[config.mk]
export PLATFORM = sky130hd
export DESIGN_NAME = pgout_top
export DESIGN_NICKNAME = d
export VERILOG_FILES = /design/src/logic/pgout_group.v /design/src/logic/pgout_top.v
export VERILOG_INCLUDE_DIRS = /design/src /design/src/shared
export SDC_FILE = /design/constraint.sdc
export NUM_CORES = 1
export LEC_CHECK = 0
export BUFFER_PORTS_ARGS = -buffer_cell sky130_fd_sc_hd__buf_2
export CELL_PAD_IN_SITES_DETAIL_PLACEMENT = 1
export CELL_PAD_IN_SITES_GLOBAL_PLACEMENT = 2
export CORE_MARGIN = 8
export CORE_UTILIZATION = 30
export DETAILED_ROUTE_END_ITERATION = 10
export GPL_ROUTABILITY_DRIVEN = 0
export PLACE_DENSITY_LB_ADDON = 0.12
export RECOVER_POWER = 50
export SLEW_MARGIN = 20
export SYNTH_ARGS = -nofsm -noshare
export SYNTH_HDL_FRONTEND = slang
export SYNTH_SLANG_ARGS = --single-unit
[constraint.sdc]
create_clock -name clk_in -period 2.2 [get_ports clk_in]
set_input_delay 0.11 -clock clk_in [delete_from_list [all_inputs] [get_ports clk_in]]
set_output_delay 0.11 -clock clk_in [all_outputs]
set_load 0.01 [all_outputs]
[src/shared/pgout_defs.vh]
`ifndef PGOUT_DEFS_VH
`define PGOUT_DEFS_VH

// ****************************************
// Bus geometry
// ****************************************
`define PGOUT_AW          22
`define PGOUT_DW          32
`define PGOUT_IDX_W       20
`define PGOUT_REG_W       8

// ****************************************
// Register indices (byte address is four times the index)
// ****************************************
`define PGOUT_IDX_TRIG_SEL  20'hFFFA1
`define PGOUT_IDX_UP_EN     20'hFFFA2
`define PGOUT_IDX_LO_EN     20'hFFFA3
`define PGOUT_IDX_UP_NEXT   20'hFFFA4
`define PGOUT_IDX_LO_NEXT   20'hFFFA5
`define PGOUT_IDX_UP_ALT    20'hFFFA6
`define PGOUT_IDX_LO_ALT    20'hFFFA7
`define PGOUT_IDX_LO_DATA   20'hFFFD9
`define PGOUT_IDX_UP_DATA   20'hFFFDA
`define PGOUT_IDX_LO_DIR    20'hEE009
`define PGOUT_IDX_UP_DIR    20'hEE00A

// ****************************************
// Reset values and constants
// ****************************************
`define PGOUT_RST_ZERO      8'h00
`define PGOUT_RST_TRIG_SEL  8'hFF
`define PGOUT_RSVD_BYTE     8'hFF
`define PGOUT_RSVD_NIB      4'hF
`define PGOUT_RESP_OKAY     2'h0
`define PGOUT_RESP_SLVERR   2'h2
`define PGOUT_CH0           2'h0
`define PGOUT_CH1           2'h1
`define PGOUT_CH2           2'h2
`define PGOUT_NUM_CH        3

// ****************************************
// Trigger select field positions
// ****************************************
`define PGOUT_G0_SEL        1:0
`define PGOUT_G1_SEL        3:2
`define PGOUT_G2_SEL        5:4
`define PGOUT_G3_SEL        7:6

`endif

[src/logic/pgout_group.v]
`timescale 1ns/1ns
`include "pgout_defs.vh"

// ****************************************
// One 4-bit output group: trigger choice and masked transfer
// ****************************************
module pgout_group (
  input  wire [1:0]                 sel_in,
  input  wire [`PGOUT_NUM_CH-1:0]   match_pulse_in,
  input  wire [3:0]                 next_in,
  input  wire [3:0]                 enable_in,
  input  wire [3:0]                 cur_in,
  output reg  [1:0]                 chan_out,
  output reg                        fire_out,
  output reg  [3:0]                 data_out
);

  // Channel decode, both 1x codes pick channel 2
  always @* begin
    case (sel_in)
      2'b00:   chan_out = `PGOUT_CH0;
      2'b01:   chan_out = `PGOUT_CH1;
      default: chan_out = `PGOUT_CH2;
    endcase
    fire_out = match_pulse_in[chan_out];
    // Only enabled bits take the next value
    if (fire_out) begin
      data_out = (next_in & enable_in) | (cur_in & ~enable_in);
    end else begin
      data_out = cur_in;
    end
  end

endmodule

[src/logic/pgout_top.v]
// Added by the designer: the AXI4-Lite slave port.
`timescale 1ns/1ns
`include "pgout_defs.vh"

// How it works
// - Lower port data register, eight bits, resets zero
// - Enabled lower data bits ignore software writes
// - Write-only upper direction register, resets zero
// - Upper port data register, eight bits, resets zero
// - Enabled upper data bits ignore software writes
// - Lower group trigger copies lower next bits
// - Lower next data cleared by reset, standby
// - Shared lower trigger: whole register at A5
// - Shared lower trigger: A7 reserved, reads ones
// - Separate lower triggers: split across A5, A7
// - Separate lower triggers: unused nibbles read ones
// - Upper group trigger copies upper next bits
// - Upper next data cleared by reset, standby
// - Shared upper trigger: whole register at A4
// - Shared upper trigger: A6 reserved, reads ones
// - Separate upper triggers: split across A4, A6
// - Separate upper triggers: unused nibbles read ones
// - Transfer only where enable bit set
// - Select code 00, 01, 1x picks channel
module pgout_top (
  input  wire                      clk_in,
  input  wire                      srst_in,
  input  wire                      hw_standby_in,
  input  wire [`PGOUT_NUM_CH-1:0]  cmp_match_in,
  input  wire [`PGOUT_AW-1:0]      s_axi_awaddr_in,
  input  wire [2:0]                s_axi_awprot_in,
  input  wire                      s_axi_awvalid_in,
  output wire                      s_axi_awready_out,
  input  wire [`PGOUT_DW-1:0]      s_axi_wdata_in,
  input  wire [3:0]                s_axi_wstrb_in,
  input  wire                      s_axi_wvalid_in,
  output wire                      s_axi_wready_out,
  output wire [1:0]                s_axi_bresp_out,
  output wire                      s_axi_bvalid_out,
  input  wire                      s_axi_bready_in,
  input  wire [`PGOUT_AW-1:0]      s_axi_araddr_in,
  input  wire [2:0]                s_axi_arprot_in,
  input  wire                      s_axi_arvalid_in,
  output wire                      s_axi_arready_out,
  output wire [`PGOUT_DW-1:0]      s_axi_rdata_out,
  output wire [1:0]                s_axi_rresp_out,
  output wire                      s_axi_rvalid_out,
  input  wire                      s_axi_rready_in,
  output wire [15:0]               pattern_out,
  output wire [7:0]                lower_dir_out,
  output wire [7:0]                upper_dir_out
);

  // ****************************************
  // Register state
  // ****************************************
  reg  [7:0]              lower_port_output_data_r;
  reg  [7:0]              upper_port_output_data_r;
  reg  [7:0]              lower_port_direction_r;
  reg  [7:0]              upper_port_direction_r;
  reg  [7:0]              lower_next_pattern_r;
  reg  [7:0]              upper_next_pattern_r;
  reg  [7:0]              lower_pattern_enable_r;
  reg  [7:0]              upper_pattern_enable_r;
  reg  [7:0]              group_trigger_select_r;
  reg  [`PGOUT_NUM_CH-1:0] match_prev_r;

  // ****************************************
  // Bus slave state
  // ****************************************
  reg                     aw_rdy_r;
  reg                     aw_hold_r;
  reg  [`PGOUT_AW-1:0]    aw_addr_r;
  reg                     w_rdy_r;
  reg                     w_hold_r;
  reg  [7:0]              w_data_r;
  reg                     w_lane_r;
  reg                     bvalid_r;
  reg  [1:0]              bresp_r;
  reg                     ar_rdy_r;
  reg                     rvalid_r;
  reg  [7:0]              rdata_r;
  reg  [1:0]              rresp_r;

  wire                    clear_all;
  wire                    aw_take;
  wire                    w_take;
  wire                    ar_take;
  wire                    do_write;
  wire [`PGOUT_IDX_W-1:0] w_idx;
  wire [`PGOUT_IDX_W-1:0] r_idx;
  wire                    w_aligned;
  wire                    r_aligned;
  wire [`PGOUT_NUM_CH-1:0] match_pulse;
  wire [1:0]              chan0;
  wire [1:0]              chan1;
  wire [1:0]              chan2;
  wire [1:0]              chan3;
  wire [7:0]              lower_after;
  wire [7:0]              upper_after;
  wire                    lower_shared;
  wire                    upper_shared;

  reg                     aw_hold_nxt;
  reg                     w_hold_nxt;
  reg                     bvalid_nxt;
  reg                     rvalid_nxt;
  reg                     wr_ok;
  reg                     rd_ok;
  reg  [7:0]              rd_val;
  reg  [7:0]              lower_data_nxt;
  reg  [7:0]              upper_data_nxt;
  reg  [7:0]              lower_next_nxt;
  reg  [7:0]              upper_next_nxt;

  // ****************************************
  // Handshake terms
  // ****************************************
  assign clear_all = srst_in | hw_standby_in;
  assign aw_take   = s_axi_awvalid_in & aw_rdy_r;
  assign w_take    = s_axi_wvalid_in & w_rdy_r;
  assign ar_take   = s_axi_arvalid_in & ar_rdy_r;
  assign do_write  = aw_hold_r & w_hold_r & ~bvalid_r;
  assign w_idx     = aw_addr_r[`PGOUT_AW-1:2];
  assign r_idx     = s_axi_araddr_in[`PGOUT_AW-1:2];
  assign w_aligned = (aw_addr_r[1:0] == 2'b00);
  assign r_aligned = (s_axi_araddr_in[1:0] == 2'b00);

  // Rising edge of each compare match gives a single pulse
  assign match_pulse = cmp_match_in & ~match_prev_r;

  // Pairs share a trigger when both groups pick one channel
  assign lower_shared = (chan0 == chan1);
  assign upper_shared = (chan2 == chan3);

  // ****************************************
  // Output groups
  // ****************************************
  pgout_group u_grp0 (
    .sel_in (group_trigger_select_r[`PGOUT_G0_SEL]), .match_pulse_in (match_pulse),
    .next_in (lower_next_pattern_r[3:0]), .enable_in (lower_pattern_enable_r[3:0]),
    .cur_in (lower_data_nxt[3:0]), .chan_out (chan0), .fire_out (), .data_out (lower_after[3:0])
  );

  pgout_group u_grp1 (
    .sel_in (group_trigger_select_r[`PGOUT_G1_SEL]), .match_pulse_in (match_pulse),
    .next_in (lower_next_pattern_r[7:4]), .enable_in (lower_pattern_enable_r[7:4]),
    .cur_in (lower_data_nxt[7:4]), .chan_out (chan1), .fire_out (), .data_out (lower_after[7:4])
  );

  pgout_group u_grp2 (
    .sel_in (group_trigger_select_r[`PGOUT_G2_SEL]), .match_pulse_in (match_pulse),
    .next_in (upper_next_pattern_r[3:0]), .enable_in (upper_pattern_enable_r[3:0]),
    .cur_in (upper_data_nxt[3:0]), .chan_out (chan2), .fire_out (), .data_out (upper_after[3:0])
  );

  pgout_group u_grp3 (
    .sel_in (group_trigger_select_r[`PGOUT_G3_SEL]), .match_pulse_in (match_pulse),
    .next_in (upper_next_pattern_r[7:4]), .enable_in (upper_pattern_enable_r[7:4]),
    .cur_in (upper_data_nxt[7:4]), .chan_out (chan3), .fire_out (), .data_out (upper_after[7:4])
  );

  // ****************************************
  // Write decode
  // ****************************************
  always @* begin
    wr_ok          = 1'b1;
    lower_data_nxt = lower_port_output_data_r;
    upper_data_nxt = upper_port_output_data_r;
    lower_next_nxt = lower_next_pattern_r;
    upper_next_nxt = upper_next_pattern_r;
    if (!w_aligned) begin
      wr_ok = 1'b0;
    end else begin
      case (w_idx)
        `PGOUT_IDX_TRIG_SEL, `PGOUT_IDX_UP_EN, `PGOUT_IDX_LO_EN,
        `PGOUT_IDX_LO_DIR, `PGOUT_IDX_UP_DIR: wr_ok = 1'b1;
        `PGOUT_IDX_LO_DATA: begin
          // Enabled bits keep their value
          if (do_write && w_lane_r) begin
            lower_data_nxt = (lower_port_output_data_r & lower_pattern_enable_r)
                           | (w_data_r & ~lower_pattern_enable_r);
          end
        end
        `PGOUT_IDX_UP_DATA: begin
          if (do_write && w_lane_r) begin
            upper_data_nxt = (upper_port_output_data_r & upper_pattern_enable_r)
                           | (w_data_r & ~upper_pattern_enable_r);
          end
        end
        `PGOUT_IDX_LO_NEXT: begin
          if (do_write && w_lane_r) begin
            if (lower_shared) begin
              lower_next_nxt = w_data_r;
            end else begin
              lower_next_nxt[7:4] = w_data_r[7:4];
            end
          end
        end
        `PGOUT_IDX_LO_ALT: begin
          // Whole byte reserved while the pair shares a trigger
          if (do_write && w_lane_r && !lower_shared) begin
            lower_next_nxt[3:0] = w_data_r[3:0];
          end
        end
        `PGOUT_IDX_UP_NEXT: begin
          if (do_write && w_lane_r) begin
            if (upper_shared) begin
              upper_next_nxt = w_data_r;
            end else begin
              upper_next_nxt[7:4] = w_data_r[7:4];
            end
          end
        end
        `PGOUT_IDX_UP_ALT: begin
          if (do_write && w_lane_r && !upper_shared) begin
            upper_next_nxt[3:0] = w_data_r[3:0];
          end
        end
        default: wr_ok = 1'b0;
      endcase
    end
  end

  // ****************************************
  // Read decode
  // ****************************************
  always @* begin
    rd_ok  = 1'b1;
    rd_val = `PGOUT_RST_ZERO;
    if (!r_aligned) begin
      rd_ok = 1'b0;
    end else begin
      case (r_idx)
        `PGOUT_IDX_TRIG_SEL: rd_val = group_trigger_select_r;
        `PGOUT_IDX_UP_EN:    rd_val = upper_pattern_enable_r;
        `PGOUT_IDX_LO_EN:    rd_val = lower_pattern_enable_r;
        `PGOUT_IDX_LO_DATA:  rd_val = lower_port_output_data_r;
        `PGOUT_IDX_UP_DATA:  rd_val = upper_port_output_data_r;
        // Direction registers are write-only and read as zero
        `PGOUT_IDX_LO_DIR:   rd_val = `PGOUT_RST_ZERO;
        `PGOUT_IDX_UP_DIR:   rd_val = `PGOUT_RST_ZERO;
        `PGOUT_IDX_LO_NEXT:  rd_val = lower_shared ? lower_next_pattern_r
                             : {lower_next_pattern_r[7:4], `PGOUT_RSVD_NIB};
        `PGOUT_IDX_LO_ALT:   rd_val = lower_shared ? `PGOUT_RSVD_BYTE
                             : {`PGOUT_RSVD_NIB, lower_next_pattern_r[3:0]};
        `PGOUT_IDX_UP_NEXT:  rd_val = upper_shared ? upper_next_pattern_r
                             : {upper_next_pattern_r[7:4], `PGOUT_RSVD_NIB};
        `PGOUT_IDX_UP_ALT:   rd_val = upper_shared ? `PGOUT_RSVD_BYTE
                             : {`PGOUT_RSVD_NIB, upper_next_pattern_r[3:0]};
        default:             rd_ok = 1'b0;
      endcase
    end
  end

  // ****************************************
  // Channel state next values
  // ****************************************
  always @* begin
    aw_hold_nxt = do_write ? 1'b0 : (aw_hold_r | aw_take);
    w_hold_nxt  = do_write ? 1'b0 : (w_hold_r | w_take);
    bvalid_nxt  = do_write | (bvalid_r & ~s_axi_bready_in);
    rvalid_nxt  = ar_take | (rvalid_r & ~s_axi_rready_in);
  end

  // Bus slave registers
  always @(posedge clk_in) begin
    if (srst_in) begin
      aw_rdy_r  <= 1'b0;
      aw_hold_r <= 1'b0;
      aw_addr_r <= {`PGOUT_AW{1'b0}};
      w_rdy_r   <= 1'b0;
      w_hold_r  <= 1'b0;
      w_data_r  <= `PGOUT_RST_ZERO;
      w_lane_r  <= 1'b0;
      bvalid_r  <= 1'b0;
      bresp_r   <= `PGOUT_RESP_OKAY;
      ar_rdy_r  <= 1'b0;
      rvalid_r  <= 1'b0;
      rdata_r   <= `PGOUT_RST_ZERO;
      rresp_r   <= `PGOUT_RESP_OKAY;
    end else begin
      aw_hold_r <= aw_hold_nxt;
      w_hold_r  <= w_hold_nxt;
      bvalid_r  <= bvalid_nxt;
      rvalid_r  <= rvalid_nxt;
      aw_rdy_r  <= ~aw_hold_nxt & ~bvalid_nxt;
      w_rdy_r   <= ~w_hold_nxt & ~bvalid_nxt;
      ar_rdy_r  <= ~rvalid_nxt;
      if (aw_take) begin
        aw_addr_r <= s_axi_awaddr_in;
      end
      if (w_take) begin
        w_data_r <= s_axi_wdata_in[7:0];
        w_lane_r <= s_axi_wstrb_in[0];
      end
      if (do_write) begin
        bresp_r <= wr_ok ? `PGOUT_RESP_OKAY : `PGOUT_RESP_SLVERR;
      end
      if (ar_take) begin
        rdata_r <= rd_val;
        rresp_r <= rd_ok ? `PGOUT_RESP_OKAY : `PGOUT_RESP_SLVERR;
      end
    end
  end

  // ****************************************
  // Unit registers, cleared by reset and hardware standby
  // ****************************************
  always @(posedge clk_in) begin
    if (clear_all) begin
      lower_port_output_data_r <= `PGOUT_RST_ZERO;
      upper_port_output_data_r <= `PGOUT_RST_ZERO;
      lower_port_direction_r   <= `PGOUT_RST_ZERO;
      upper_port_direction_r   <= `PGOUT_RST_ZERO;
      lower_next_pattern_r     <= `PGOUT_RST_ZERO;
      upper_next_pattern_r     <= `PGOUT_RST_ZERO;
      lower_pattern_enable_r   <= `PGOUT_RST_ZERO;
      upper_pattern_enable_r   <= `PGOUT_RST_ZERO;
      group_trigger_select_r   <= `PGOUT_RST_TRIG_SEL;
      match_prev_r             <= {`PGOUT_NUM_CH{1'b0}};
    end else begin
      match_prev_r <= cmp_match_in;
      // Group transfers; a shared pair fires in the same cycle
      lower_port_output_data_r <= lower_after;
      upper_port_output_data_r <= upper_after;
      lower_next_pattern_r     <= lower_next_nxt;
      upper_next_pattern_r     <= upper_next_nxt;
      if (do_write && w_lane_r && w_aligned) begin
        case (w_idx)
          `PGOUT_IDX_TRIG_SEL: group_trigger_select_r <= w_data_r;
          `PGOUT_IDX_UP_EN:    upper_pattern_enable_r <= w_data_r;
          `PGOUT_IDX_LO_EN:    lower_pattern_enable_r <= w_data_r;
          `PGOUT_IDX_LO_DIR:   lower_port_direction_r <= w_data_r;
          `PGOUT_IDX_UP_DIR:   upper_port_direction_r <= w_data_r;
          default: group_trigger_select_r <= group_trigger_select_r;
        endcase
      end
    end
  end

  // ****************************************
  // Outputs
  // ****************************************
  assign s_axi_awready_out = aw_rdy_r;
  assign s_axi_wready_out  = w_rdy_r;
  assign s_axi_bvalid_out  = bvalid_r;
  assign s_axi_bresp_out   = bresp_r;
  assign s_axi_arready_out = ar_rdy_r;
  assign s_axi_rvalid_out  = rvalid_r;
  assign s_axi_rresp_out   = rresp_r;
  assign s_axi_rdata_out   = {24'h000000, rdata_r};
  assign pattern_out       = {upper_port_output_data_r, lower_port_output_data_r};
  assign lower_dir_out     = lower_port_direction_r;
  assign upper_dir_out     = upper_port_direction_r;

endmodule

**After elaboration in Yosys (flattened, before gate mapping)**

Index checks and enable logic that the tools add are counted.

- Magnitude comparators: 4
- Eq/ne operators: 34
- Multiplexer cells: 44
- Bitwise logic cells: 47
- Reductions and logical operators: 25

Operators with widths:

| cell | number |
|---|---|
| 20-bit == test, second input constant | 22 |
| 8-bit case mux with 9 select lines | 1 |
| 4-bit two-way mux | 14 |
| 8-bit two-way mux | 7 |
| 4-bit AND | 8 |
| 8-bit AND | 4 |
| 11-bit OR reduction | 2 |
| 4-bit inverter | 4 |
| 8-bit inverter | 2 |
| 4-bit OR | 4 |
| 8-bit OR | 2 |
| 2-bit case mux with 2 select lines | 4 |
| 4-bit case mux with 2 select lines | 2 |
| 2-bit zero test | 6 |
| 2-bit by 3-bit < comparator with 1-bit output, second input constant | 4 |
| 2-bit inequality test, second input constant | 6 |
| 1-bit two-way mux | 10 |
| 2-bit AND reduction | 5 |
| 5-bit AND reduction | 2 |
| 1-bit AND | 9 |
| 1-bit binary-select mux with 2-bit select | 4 |
| 2-bit by 1-bit == test with 1-bit output, second input constant | 4 |
| 1-bit inverter | 7 |
| 3-bit AND reduction | 2 |
| 8 further kinds | 19 |

- Register bits after elaboration: 125
- Input port bits: 97
- Output and inout bits: 73
- Logic and storage cells: 179

**Depth between registers and ports, before layout**

Gate-level depths: netlist of the first run.

- Depth after elaboration: 9
- Depth in mapped cells: 8
- Mapped depth without buffers: 5

**Hierarchy**

Synthesis of the first run repeated with hierarchy kept, for this count alone.

- Cells, all modules: 738
- Area, all modules: 6130.9 um^2

By module, submodules not included:

| module | times used | cells an instance | area an instance (um^2) | sequential area each (um^2) |
|---|---|---|---|---|
| pgout_top | 1 | 686 | 5655.4 | 2462.4 |
| pgout_group | 4 | 13 | 118.9 | 0.0 |

**Least setup slack after synthesis of the first run**

No wires, ideal clock.

- Path kind: reg2reg
- From: register aw_addr_r[5]
- To: register upper_pattern_enable_r[0]
- Library setup time: 128 ps
- Data arrival time: 1871 ps
- Data required time: 2072 ps
- Path slack: 202 ps
- Cell stages (with the launch flop): 6
- Buffers on the path: 0
- Clock period less this slack: 1998 ps
- Cells stage by stage: dfxtp_1 nor4b_4 or3b_4 nor4_4 mux2i_1 nor2_1

- Longest elaborated chain between the ends: 2

Ends and longest elaborated chain:

| item | RTL line | source |
|---|---|---|
| start: declaration | pgout_top.v:73 | `` reg [`PGOUT_AW-1:0] aw_addr_r; `` |
| start signal: assignment | pgout_top.v:271 | `` aw_addr_r <= {`PGOUT_AW{1'b0}}; `` |
| start signal: assignment | pgout_top.v:291 | `aw_addr_r <= s_axi_awaddr_in;` |
| 20-bit == test | pgout_top.v:330 | `case (w_idx)` |
| 2-bit AND reduction (no line) | n/a |  |
| end signal: assignment | pgout_top.v:319 | `` upper_pattern_enable_r <= `PGOUT_RST_ZERO; `` |
| end signal: assignment | pgout_top.v:332 | `` `PGOUT_IDX_UP_EN: upper_pattern_enable_r <= w_data_r; `` |
| end: declaration | pgout_top.v:64 | `reg [7:0] upper_pattern_enable_r;` |

Every way passes these cells.
A chain may end at the register's enable or synchronous reset.

**Final worst setup path of the first run**

- From: register aw_addr_r[8]
- To: register upper_pattern_enable_r[1]

Same word-level chain as after synthesis.

==> summary.txt, run 1 <==
Critical path
  • Crit path launch type: register
  • Crit path DAT: about 2.3 ns
  • Maximum fanout along the worst path: 8
  • FF-to-FF Start: aw_addr_r[8]
  • Worst Setup SP: aw_addr_r[8]
  • Critical path class: reg2reg
  • Flop2flop setup slack: around 0.14 ns
  • Worst Path Required: 2.46 ns
  • Setup crit end kind: register

Status
  • Status: finished clean

Synth
  • Cell count after synthesis: between 700 and 800
  • Synth Area in XOR/XNOR: ~1.1%
  • Synth Warn #: 0
  • Yosys cell types: 56
  • Main synth FF type: dfxtp_1
  • Register area share after synthesis: 40.0%
  • Mapped cell area: 0.00616 mm2
  • Largest family of logic cells by synthesized area: simple AND/OR/NAND/NOR gates
  • Compound-cell area share of the yosys netlist: 17.3%
  • Number of flops mapped to enable cells by yosys: 0
  • Fraction of registers with async set/reset: 0%
  • Number of synthesized register bits: ~120
  • Post-Syn Area per Cell: 8.47 um2
  • Post-synthesis simple-gate area fraction: between 20% and 30%
  • Adder-cell share of the synthesized area: 0%
  • Post-synthesis mux area share: 10.9%

Power and ir drop
  • Pleak: 2.87 nW
  • PwrDens: 687 mW/mm2
  • Total Power: between 5 and 6 mW
  • Peak supply drop: 0.000542 V

Timing
  • Fin crit share: 93.5%
  • Final setup fails: 0
  • F_max: 0.486 GHz
  • Hold slack: 0.0678 ns
  • Slew @ Worst Pin: about 1.2 ns
  • Minimum clock period: 2.06 ns
  • Fin Clk Skew: 0.0117 ns
  • Fin. max-slew vios: 0
  • TNS Setup: 0 ns
  • Worst setup margin: 0.142 ns
  • Worst slew margin: a little over a fifth
  • RSZ-0062 raised after global routing: false
  • Hold Fails Final Rpt: 0

Layout
  • Share of post-route cells with drive strength above 1: between 10% and 20%
  • Storage cell area: approximately 0.0025 mm2
  • Final Util: 39.4%
  • Synth-to-Final Area Change: 29.2%
  • Top reg by flops: aw_addr_r
  • # fillers: 2,442
  • Layout net count: between 900 and 1,000
  • # diodes: 0
  • Max reg flops: 22
  • Multi-input gate area: 0.00336 mm2

Die
  • Site Rows: 52
  • Core Area: 0.0202 mm2
  • Die Ht: 159 um
  • Starting Density: 30.5%
  • Chip Width: 159 um
  • IO Count: 170
  • Die Footprint: between 0.02 and 0.03 mm2

Clock network
  • Inserted Clock Buffers: 17
  • CTS Sinks: roughly 120
  • CTS tree: done
  • Root Buffer: clkbuf_16
  • Htree depth: 4
  • Clk slew on worst S/H paths: 0.06 ns
  • Worst-skew pair later-pin latency: 0.42 ns
  • Max clock buf depth: 2

Detailed routing
  • Vias: 5,885
  • Met2 routed WL: between 10,000 and 15,000 um
  • Vias/cell: 5.05
  • First-pass DRT Iterations: 4
  • Overall routed net length: 21,900 um
  • Highest metal used: met4
  • Final ANT Viol Nets: 0
  • DR iter-0 viols: 303
  • DRC viols: 0
  • M1 WL: 10,100 um
  • WL met3: 985 um
  • Wire per inst: between 15 and 20 um

Global routing
  • Initial antenna violation count: 0
  • Vias in the first global route: roughly 6,300
  • First-pass GRT wire length: 35,400 um
  • Global-route usage over all layers: between 10% and 20%
  • Largest net degree at the start of global routing: 52
  • Grt total ovfl: 0

Hold path
  • HP Start: hw_standby_in
  • Hold Path Class: in2reg

Placed design
  • IO Port Bufs: 110
  • Dpl hpwl: 16,500 um
  • Pre-CTS setup slack: between 0.09 and 0.1 ns

Flow run
  • Max-cap check violation count: 0
[routing by layer]
layer	vias up	global-route usage [%]
li1	2886	-
met4	0	7.08
met5	-	0
met3	36	4.29
met2	147	28.1
met1	2816	21.6
[critical path, stage by stage, from the launching register on]
cell and delay [ns]:
dfxtp_1 0.35, nor4b_4 0.34, or3b_4 0.46, nor4_4 0.28, buf_12 0.19, mux2i_1 0.21, nor2_1 0.06
[cell usage in the layout, fill, tap and decap left out, drive strengths merged, types with 3 or more instances in the layout]
cell / instances
mux2i: 65
and2: 10
a22oi: 13
o21ai: 27
and3b: 4
xnor2: 7
nand2: 96
a31oi: 10
nand3: 16
nor2b: 5
or3: 5
clkinv: 6
nand3b: 6
nand4b: 6
nand4: 7
o311ai: 3
nor4: 12
buf: 102
o22a: 3
nand2b: 3
o2111ai: 3
and4: 9
dfxtp: 123
conb: 26
clkbuf: 67
nor3: 14
inv: 16
a211oi: 41
nor2: 54
and3: 5
dlygate4sd3: 36
a21oi: 58
o31ai: 6
nor3b: 9
clkinvlp: 4
or2: 3
[final timing paths]
| check | end | depth (start not counted) |
|---|---|---|
| min | group_trigger_select_r[5] | 3 |
| max | upper_pattern_enable_r[1] | 6 |
| min reg2reg | rdata_r[5] | 2 |
| max reg2reg | upper_pattern_enable_r[1] | 6 |
[synthesized netlist by cell type (3+ instances only)]
cell type	n	area, um2
dfxtp_1	123	2460
nand2_1	95	357
mux2i_1	65	651
a21oi_1	58	290
nor2_1	54	203
clkbuf_1	49	184
a211oi_1	40	300
buf_4	26	195
o21ai_0	20	100
nand3_1	16	80.1
a22oi_1	13	97.6
inv_1	12	45.0
nor3_1	12	60.1
a31oi_1	10	62.6
and4_1	9	78.8
nor4_1	9	56.3
and2_1	7	43.8
nor3b_1	7	52.6
o21ai_1	7	35.0
xnor2_1	7	61.3
nand3b_1	6	45.0
nand4_1	6	37.5
nand4b_1	6	52.6
o31ai_1	6	45.0
and3_1	5	31.3
nor2b_1	5	31.3
or3_1	5	31.3
and3b_1	4	35.0
and2_0	3	18.8
nand2b_1	3	18.8
o2111ai_1	3	26.3
o22a_1	3	26.3
o311ai_0	3	26.3
or2_2	3	18.8
[area by class of cell]
class,count,share of cell area (%)
sequential,123,31.0
inverter,12,0.566
tap,270,4.25
multi-input combinational,540,42.3
clock buffer,17,5.35
timing repair buffer,188,14.9
clock inverter,15,1.76
[what timing repair did]
| item | CTS | global route |
|---|---|---|
| endpoints found under the hold margin | 36 | 0 |
| hold buffers | 36 | 0 |
| resized for setup | 0 | 1 |
| buffers inserted | 0 | 2 |
| setup endpoints to repair | 0 | 5 |
[power by group]
| group | internal, mW | switching (mW) |
|---|---|---|
| logic | 0.185 | 0.265 |
| registers | 2.27 | 0.0443 |
| clock network | 1.57 | 1.14 |
| total | 4.02 | 1.45 |
[stage by stage]
stage,std cells,instance area [um2]
after global routing,1165,7950
after CTS,1163,8000
after floorplan,752,6250
after detailed placement,1095,7080
after global placement,1095,7080
final,1165,7950
[cell families (layout without fill, tap and decap cells)]
group	Yosys count	after routing
other cells	1	26
flops	123	123
mux	67	67
simple gates	270	270
xor+xnor	8	8
compound gates	169	169
buf+inv	89	232
Power figures use the tool's default switching activity.
==> run 2: changes to the inputs <==
==> constraint.sdc (replaced) <==
create_clock -name clk_in -period 2.2 [get_ports clk_in]
set_input_delay 0.11 -clock clk_in [delete_from_list [all_inputs] [get_ports clk_in]]
set_output_delay 0.11 -clock clk_in [all_outputs]
set_load 0.1 [all_outputs]
==> run 2 against run 1 <==
Against the previous run: worst setup slack improved by 0.013 ns; power grew 6.2%; via count is 0.31% higher; utilization barely moved; register-to-register slack is essentially flat.
==> summary.txt, run 2 (synthesis results as in run 1) <==
Status
  • Status: finished clean

Clock network
  • Htree depth: 4 (unchanged)
  • Clk slew on worst S/H paths: 0.06 ns (about the same)
  • Post-cts gate resize count: 0 (unchanged)
  • Max clock buf depth: 2 (unchanged)
  • Root Buffer: clkbuf_16
  • CTS tree: done
  • Inserted Clock Buffers: 17 (unchanged)
  • Worst-skew pair later-pin latency: 0.42 ns (about the same)
  • CTS Sinks: 123 (unchanged)

Die
  • Die Ht: 159 um (unchanged)
  • IO Count: 170 (unchanged)
  • Core Area: 0.0202 mm2 (unchanged)
  • Site Rows: 52 (unchanged)
  • Chip Width: 159 um (unchanged)
  • Die Footprint: 0.0254 mm2 (unchanged)
  • Starting Density: 30.5% (unchanged)

Timing
  • Hold Fails Final Rpt: 0 (unchanged)
  • Final setup fails: 0 (unchanged)
  • Worst slew margin: 20.7% (-1.2 points)
  • RSZ-0062 raised after global routing: false
  • Fin. max-slew vios: 0 (unchanged)
  • Fin crit share: 93.0% (-0.57 points)
  • TNS Setup: 0 ns (unchanged)
  • Fin Clk Skew: 0.00880 ns (-0.00292 ns)
  • F_max: 0.489 GHz (+0.61%)
  • Minimum clock period: 2.05 ns (-0.0126 ns)
  • Slew @ Worst Pin: 1.19 ns (+0.0237 ns)

Power and ir drop
  • PwrDens: 730 mW/mm2 (+6.3%)
  • Pleak: 2.87 nW (about the same)
  • Total Power: 5.81 mW (+6.2%)
  • Peak supply drop: 0.000532 V (-1.9%)

Hold path
  • HP Start: hw_standby_in
  • Hold Path Class: in2reg

Global routing
  • Grt total ovfl: 0 (unchanged)
  • First-pass GRT wire length: 35,300 um (-0.54%)
  • Initial antenna violation count: 0 (unchanged)
  • Global-route usage over all layers: 17.3% (-0.027 points)
  • Vias in the first global route: 6,271 (-0.11%)
  • Largest net degree at the start of global routing: 52 (unchanged)

Layout
  • Top reg by flops: aw_addr_r
  • # diodes: 0 (unchanged)
  • Post-route cell area: 0.00795 mm2 (about the same)
  • Final Util: 39.4% (about the same)
  • Layout net count: 976 (-0.31%)
  • Commonest non-fill, non-tap cell in the layout: dfxtp_1
  • Synth-to-Final Area Change: 29.1% (about the same)
  • Commonest non-fill, non-tap cells in the layout: 122 x dfxtp_1, 95 x nand2_1, 65 x mux2i_1, 63 x buf_2, 58 x a21oi_1
  • Max reg flops: 22 (unchanged)
  • # fillers: 2,428 (-0.57%)
  • Share of post-route cells with drive strength above 1: 16.6% (-0.48 points)

Detailed routing
  • Overall routed net length: 22,000 um (+0.48%)
  • Vias: 5,903 (+0.31%)
  • DR iter-0 viols: 317 (+4.6%)
  • DRC viols: 0 (unchanged)
  • Wire per inst: 18.9 um (+0.83%)
  • Final ANT Viol Nets: 0 (unchanged)
  • Vias/cell: 5.08 (+0.65%)
  • First-pass DRT Iterations: 4 (unchanged)

Placed design
  • IO Port Bufs: 110 (unchanged)
  • Placed cell area: 0.00707 mm2 (about the same)
  • Dpl hpwl: 16,400 um (-0.95%)

Critical path
  • Crit-path slowest cell: or3b_4
  • Maximum fanout along the worst path: 8 (unchanged)
  • Worst path top cell family by delay: simple AND/OR/NAND/NOR gates
  • Worst Path Required: 2.47 ns (about the same)
  • Max incr delay on CP: 0.46 ns (about the same)
  • Worst Setup SP: aw_addr_r[5]
  • Critical path class: reg2reg
  • Crit path DAT: 2.31 ns (about the same)
  • Crit path launch type: register
  • Setup crit end kind: register
  • Worst path cell trace: nor4b_4, or3b_4, nor4_4, buf_12, mux2i_1, nor2_1
  • Critical path buffer and inverter count: 1 (unchanged)
  • FF-to-FF Start: aw_addr_r[5]

Flow run
  • Max-cap check violation count: 0 (unchanged)
-- run 2: cell types whose count changed in the layout (fill, tap and decap cells not counted) --
cell        before  now
buf_4           37   34
o21ai_1          6    7
o21ai_2          1    0
dfxtp_2          0    1
inv_6            4    1
and2_1           4    3
clkinv_4         4    2
clkbuf_8         0    3
bufinv_16        1    2
clkinv_2         2    3
and2_0           6    7
clkbuf_1        49   50
dfxtp_1        123  122
clkinvlp_4       4    2
-- run 2: per-layer routing --
metal / vias up / global-route usage [%] / share of wire [%]
li1: 2876 / - / -
met1: 2841 / 21.9 / 47
met2: 160 / 28.5 / 47
met3: 26 / 3.70 / 4.5
met4: 0 / 6.35 / 1.9
met5: - / 0 / 0
-- run 2: worst register-to-register path: stages, from the launching register on --
cell and delay, ns:
dfxtp_1 0.34, nor4b_4 0.35, or3b_4 0.46, nor4_4 0.28
buf_12 0.18, mux2i_1 0.22, nor2_1 0.06
-- run 2: timing repair --
action	in CTS	in global routing
endpoints found under the hold margin	36	0
setup buffers	0	0
hold buffers	36	0
-- run 2: worst paths after layout --
check / slack, ns / cells past startpoint / end
min: 0.06 / 3 / group_trigger_select_r[5]
min reg2reg: 0.46 / 2 / rdata_r[7]
max reg2reg: 0.15 / 6 / lower_pattern_enable_r[5]
max: 0.15 / 6 / lower_pattern_enable_r[5]
-- run 2: layout make-up --
class                   count  area, um2  area share, %
inverters                  12       45.0          0.567
well taps                 270        338           4.25
multi-input cells         540       3360           42.2
repair buffers            185       1160           14.6
clock buffers              21        470           5.92
clock inverters            10        116           1.46
flip-flops and latches    123       2460           31.0
-- run 2: stage by stage --
stage               setup WS [ns]  hold WS (ns)  std cells
global route               0.0431         0.107       1161
CTS                         0.131        0.0613       1161
global placement            0.193         0.328       1094
finish                      0.155        0.0584       1161
detailed placement          0.141         0.334       1094
floorplan                  0.0478         0.232        752
-- run 2: power breakdown --
group	internal (mW)	total, mW	leakage, nW	switching [mW]
Clock	1.75	2.81	0.285	1.06
Sequential	2.27	2.32	0.996	0.0470
Combinational	0.183	0.677	1.59	0.494
==> run 3: changes to the inputs <==
--- a/config.mk
+++ b/config.mk
@@ -11,6 +11,7 @@
 export CELL_PAD_IN_SITES_GLOBAL_PLACEMENT = 2
 export CORE_MARGIN = 8
 export CORE_UTILIZATION = 30
+export CTS_CLUSTER_DIAMETER = 150
 export DETAILED_ROUTE_END_ITERATION = 10
 export GPL_ROUTABILITY_DRIVEN = 0
 export PLACE_DENSITY_LB_ADDON = 0.12
==> constraint.sdc (replaced) <==
create_clock -name clk_in -period 2.2 [get_ports clk_in]
set_input_delay 0 -clock clk_in [delete_from_list [all_inputs] [get_ports clk_in]]
set_output_delay 0 -clock clk_in [all_outputs]
set_load 0.1 [all_outputs]
==> run 3 against run 2 <==
Against the previous run: clock-buffer cell count fell by 4; first-iteration DRC count decreased by 19%; largest cell class unchanged; non-clock buffer count up 2; clock power grew 4%; critical endpoint is now upper_pattern_enable_r[7]; sequential power is essentially flat; register-to-register slack hardly changed; routed wire length up 1.2%; critical path depth unchanged; final area grew 0.58%.
==> summary.txt, run 3 (synthesis results as in run 1) <==
Layout
  • # diodes: 0 (unchanged)
  • Top reg by flops: aw_addr_r
  • Final Util: 39.6% (+0.23 points)
  • Share of post-route cells with drive strength above 1: 16.8% (+0.17 points)
  • Max reg flops: 22 (unchanged)
  • Commonest non-fill, non-tap cells in the layout: 122 x dfxtp_1, 95 x nand2_1, 65 x mux2i_1, 63 x buf_2, 58 x a21oi_1
  • Commonest non-fill, non-tap cell in the layout: dfxtp_1
  • Layout net count: 978 (+0.20%)
  • Synth-to-Final Area Change: 29.8%

Detailed routing
  • Wire per inst: 19.1 um (+0.90%)
  • Final ANT Viol Nets: 0 (unchanged)
  • DR iter-0 viols: 256 (-19%)
  • Vias/cell: 5.08 (about the same)
  • Vias: 5,917 (+0.24%)
  • DRC viols: 0 (unchanged)
  • Overall routed net length: 22,200 um (+1.2%)
  • First-pass DRT Iterations: 6 (+2)

Clock network
  • CTS tree: done
  • Clk slew on worst S/H paths: 0.06 ns (about the same)
  • Max clock buf depth: 2 (unchanged)
  • Worst-skew pair later-pin latency: 0.42 ns (about the same)
  • Root Buffer: clkbuf_16
  • CTS Sinks: 123 (unchanged)
  • # Post-CTS Setup Buffers: 0 (unchanged)
  • Htree depth: 4 (unchanged)
  • Inserted Clock Buffers: 17 (unchanged)

Die
  • Core Area: 0.0202 mm2 (unchanged)
  • Starting Density: 30.5% (unchanged)
  • Die Ht: 159 um (unchanged)
  • Site Rows: 52 (unchanged)
  • Chip Width: 159 um (unchanged)
  • IO Count: 170 (unchanged)
  • Die Footprint: 0.0254 mm2 (unchanged)

Timing
  • Slew @ Worst Pin: 1.20 ns (+0.00421 ns)
  • Worst slew margin: 20.4% (-0.28 points)
  • Minimum clock period: 2.05 ns (+0.00572 ns)
  • Fin Clk Skew: 0.0121 ns (+0.00326 ns)
  • Fin crit share: 93.2% (+0.26 points)
  • Fin. max-slew vios: 0 (unchanged)
  • TNS Setup: 0 ns (unchanged)
  • Hold Fails Final Rpt: 0 (unchanged)
  • F_max: 0.488 GHz (-0.28%)
  • Final setup fails: 0 (unchanged)
  • RSZ-0062 raised after global routing: false

Global routing
  • Grt total ovfl: 0 (unchanged)
  • Vias in the first global route: 6,242 (-0.46%)
  • First-pass GRT wire length: 35,300 um (+0.12%)
  • Largest net degree at the start of global routing: 50 (-3.8%)
  • Initial antenna violation count: 0 (unchanged)
  • Global-route usage over all layers: 17.3% (+0.035 points)

Critical path
  • Worst R2R End: upper_pattern_enable_r[7]
  • Worst Path Required: 2.47 ns (about the same)
  • Maximum fanout along the worst path: 8 (unchanged)
  • Reg2reg path depth: 6 (unchanged)
  • Critical path class: reg2reg
  • Crit path launch type: register
  • FF-to-FF Start: aw_addr_r[5]
  • Setup crit end kind: register
  • Crit path DAT: 2.32 ns (about the same)
  • Flop2flop setup slack: 0.15 ns (about the same)

Hold path
  • Cells on Worst Hold Path: 6 (+3)
  • Worst Hold Path EP: s_axi_rresp_out[1]
  • HP Start: s_axi_araddr_in[8]
  • Hold Path Class: in2reg

Power and ir drop
  • Peak supply drop: 0.000525 V (-1.3%)
  • PwrDens: 739 mW/mm2 (+1.2%)
  • Pleak: 2.89 nW (+0.67%)

Status
  • Status: finished clean

Placed design
  • Dpl hpwl: 16,500 um (+0.77%)
  • IO Port Bufs: 110 (unchanged)

Flow run
  • Max-cap check violation count: 0 (unchanged)
run 3: cell count changes in the layout (fill, tap and decap cells not counted), sizes merged:
cell         previous run  this run
bufinv                  2         3
dlygate4sd3            36        38
clkbuf                 71        66
inv                    13        17
buf                    99       100
run 3: per-stage QoR:
stage | setup slack (ns) | cells | hold WS, ns | instance area, um2 | power (mW)
final | 0.149 | 1164 | 0.0149 | 8000 | 5.91
after global routing | 0.0161 | 1164 | 0.0517 | 8000 | 6.15
after CTS | 0.139 | 1164 | 0.00334 | 8060 | 5.99
after detailed placement | 0.157 | 1094 | 0.227 | 7070 | 3.00
after global placement | 0.193 | 1094 | 0.218 | 7070 | 2.98
after floorplan | 0.0478 | 752 | 0.122 | 6250 | 2.86
run 3: power by group:
group | switching, mW | internal (mW) | leakage, nW
Sequential | 0.0476 | 2.27 | 0.996
Combinational | 0.493 | 0.186 | 1.60
Clock | 1.12 | 1.80 | 0.295
run 3: worst max path at each step:
stage                                   start                        end  slack, ns  cells after the start
finish                           aw_addr_r[5]  upper_pattern_enable_r[7]       0.15                      6
global route                     aw_addr_r[5]  upper_pattern_enable_r[4]       0.02                      6
CTS                              aw_addr_r[5]  upper_pattern_enable_r[7]       0.14                      6
detailed placement               aw_addr_r[5]  upper_pattern_enable_r[6]       0.16                      6
global placement    group_trigger_select_r[1]                 rdata_r[3]       0.19                      5
floorplan                    s_axi_bvalid_out  upper_pattern_enable_r[0]       0.05                      6
run 3: what timing repair did:
action / CTS / global route
gates resized for setup: 0 / 0
hold buffers: 38 / 0
hold endpoints to repair: 48 / 0
run 3: final cells by class:
type | count | area [um2]
Fill cell | 2416 | 12200
Multi-Input combinational cell | 540 | 3360
Sequential cell | 123 | 2460
Timing Repair Buffer | 187 | 1180
Clock buffer | 17 | 425
Tap cell | 270 | 338
Clock inverter | 15 | 185
Inverter | 12 | 45.0
run 3: layer usage:
| layer | vias up | global-route usage [%] | part of all wire (%) |
|---|---|---|---|
| li1 | 2879 | - | - |
| met1 | 2860 | 21.5 | 46 |
| met2 | 159 | 29.3 | 48 |
| met3 | 19 | 3.96 | 4.2 |
| met4 | 0 | 5.53 | 1.8 |
| met5 | - | 0 | 0 |
run 3: critical path, cell delays in order (launching register included):
cell and delay [ns]:
dfxtp_1 0.35, nor4b_4 0.37, or3b_4 0.47, nor4_4 0.27
buf_12 0.18, mux2i_1 0.21, nor2_1 0.05
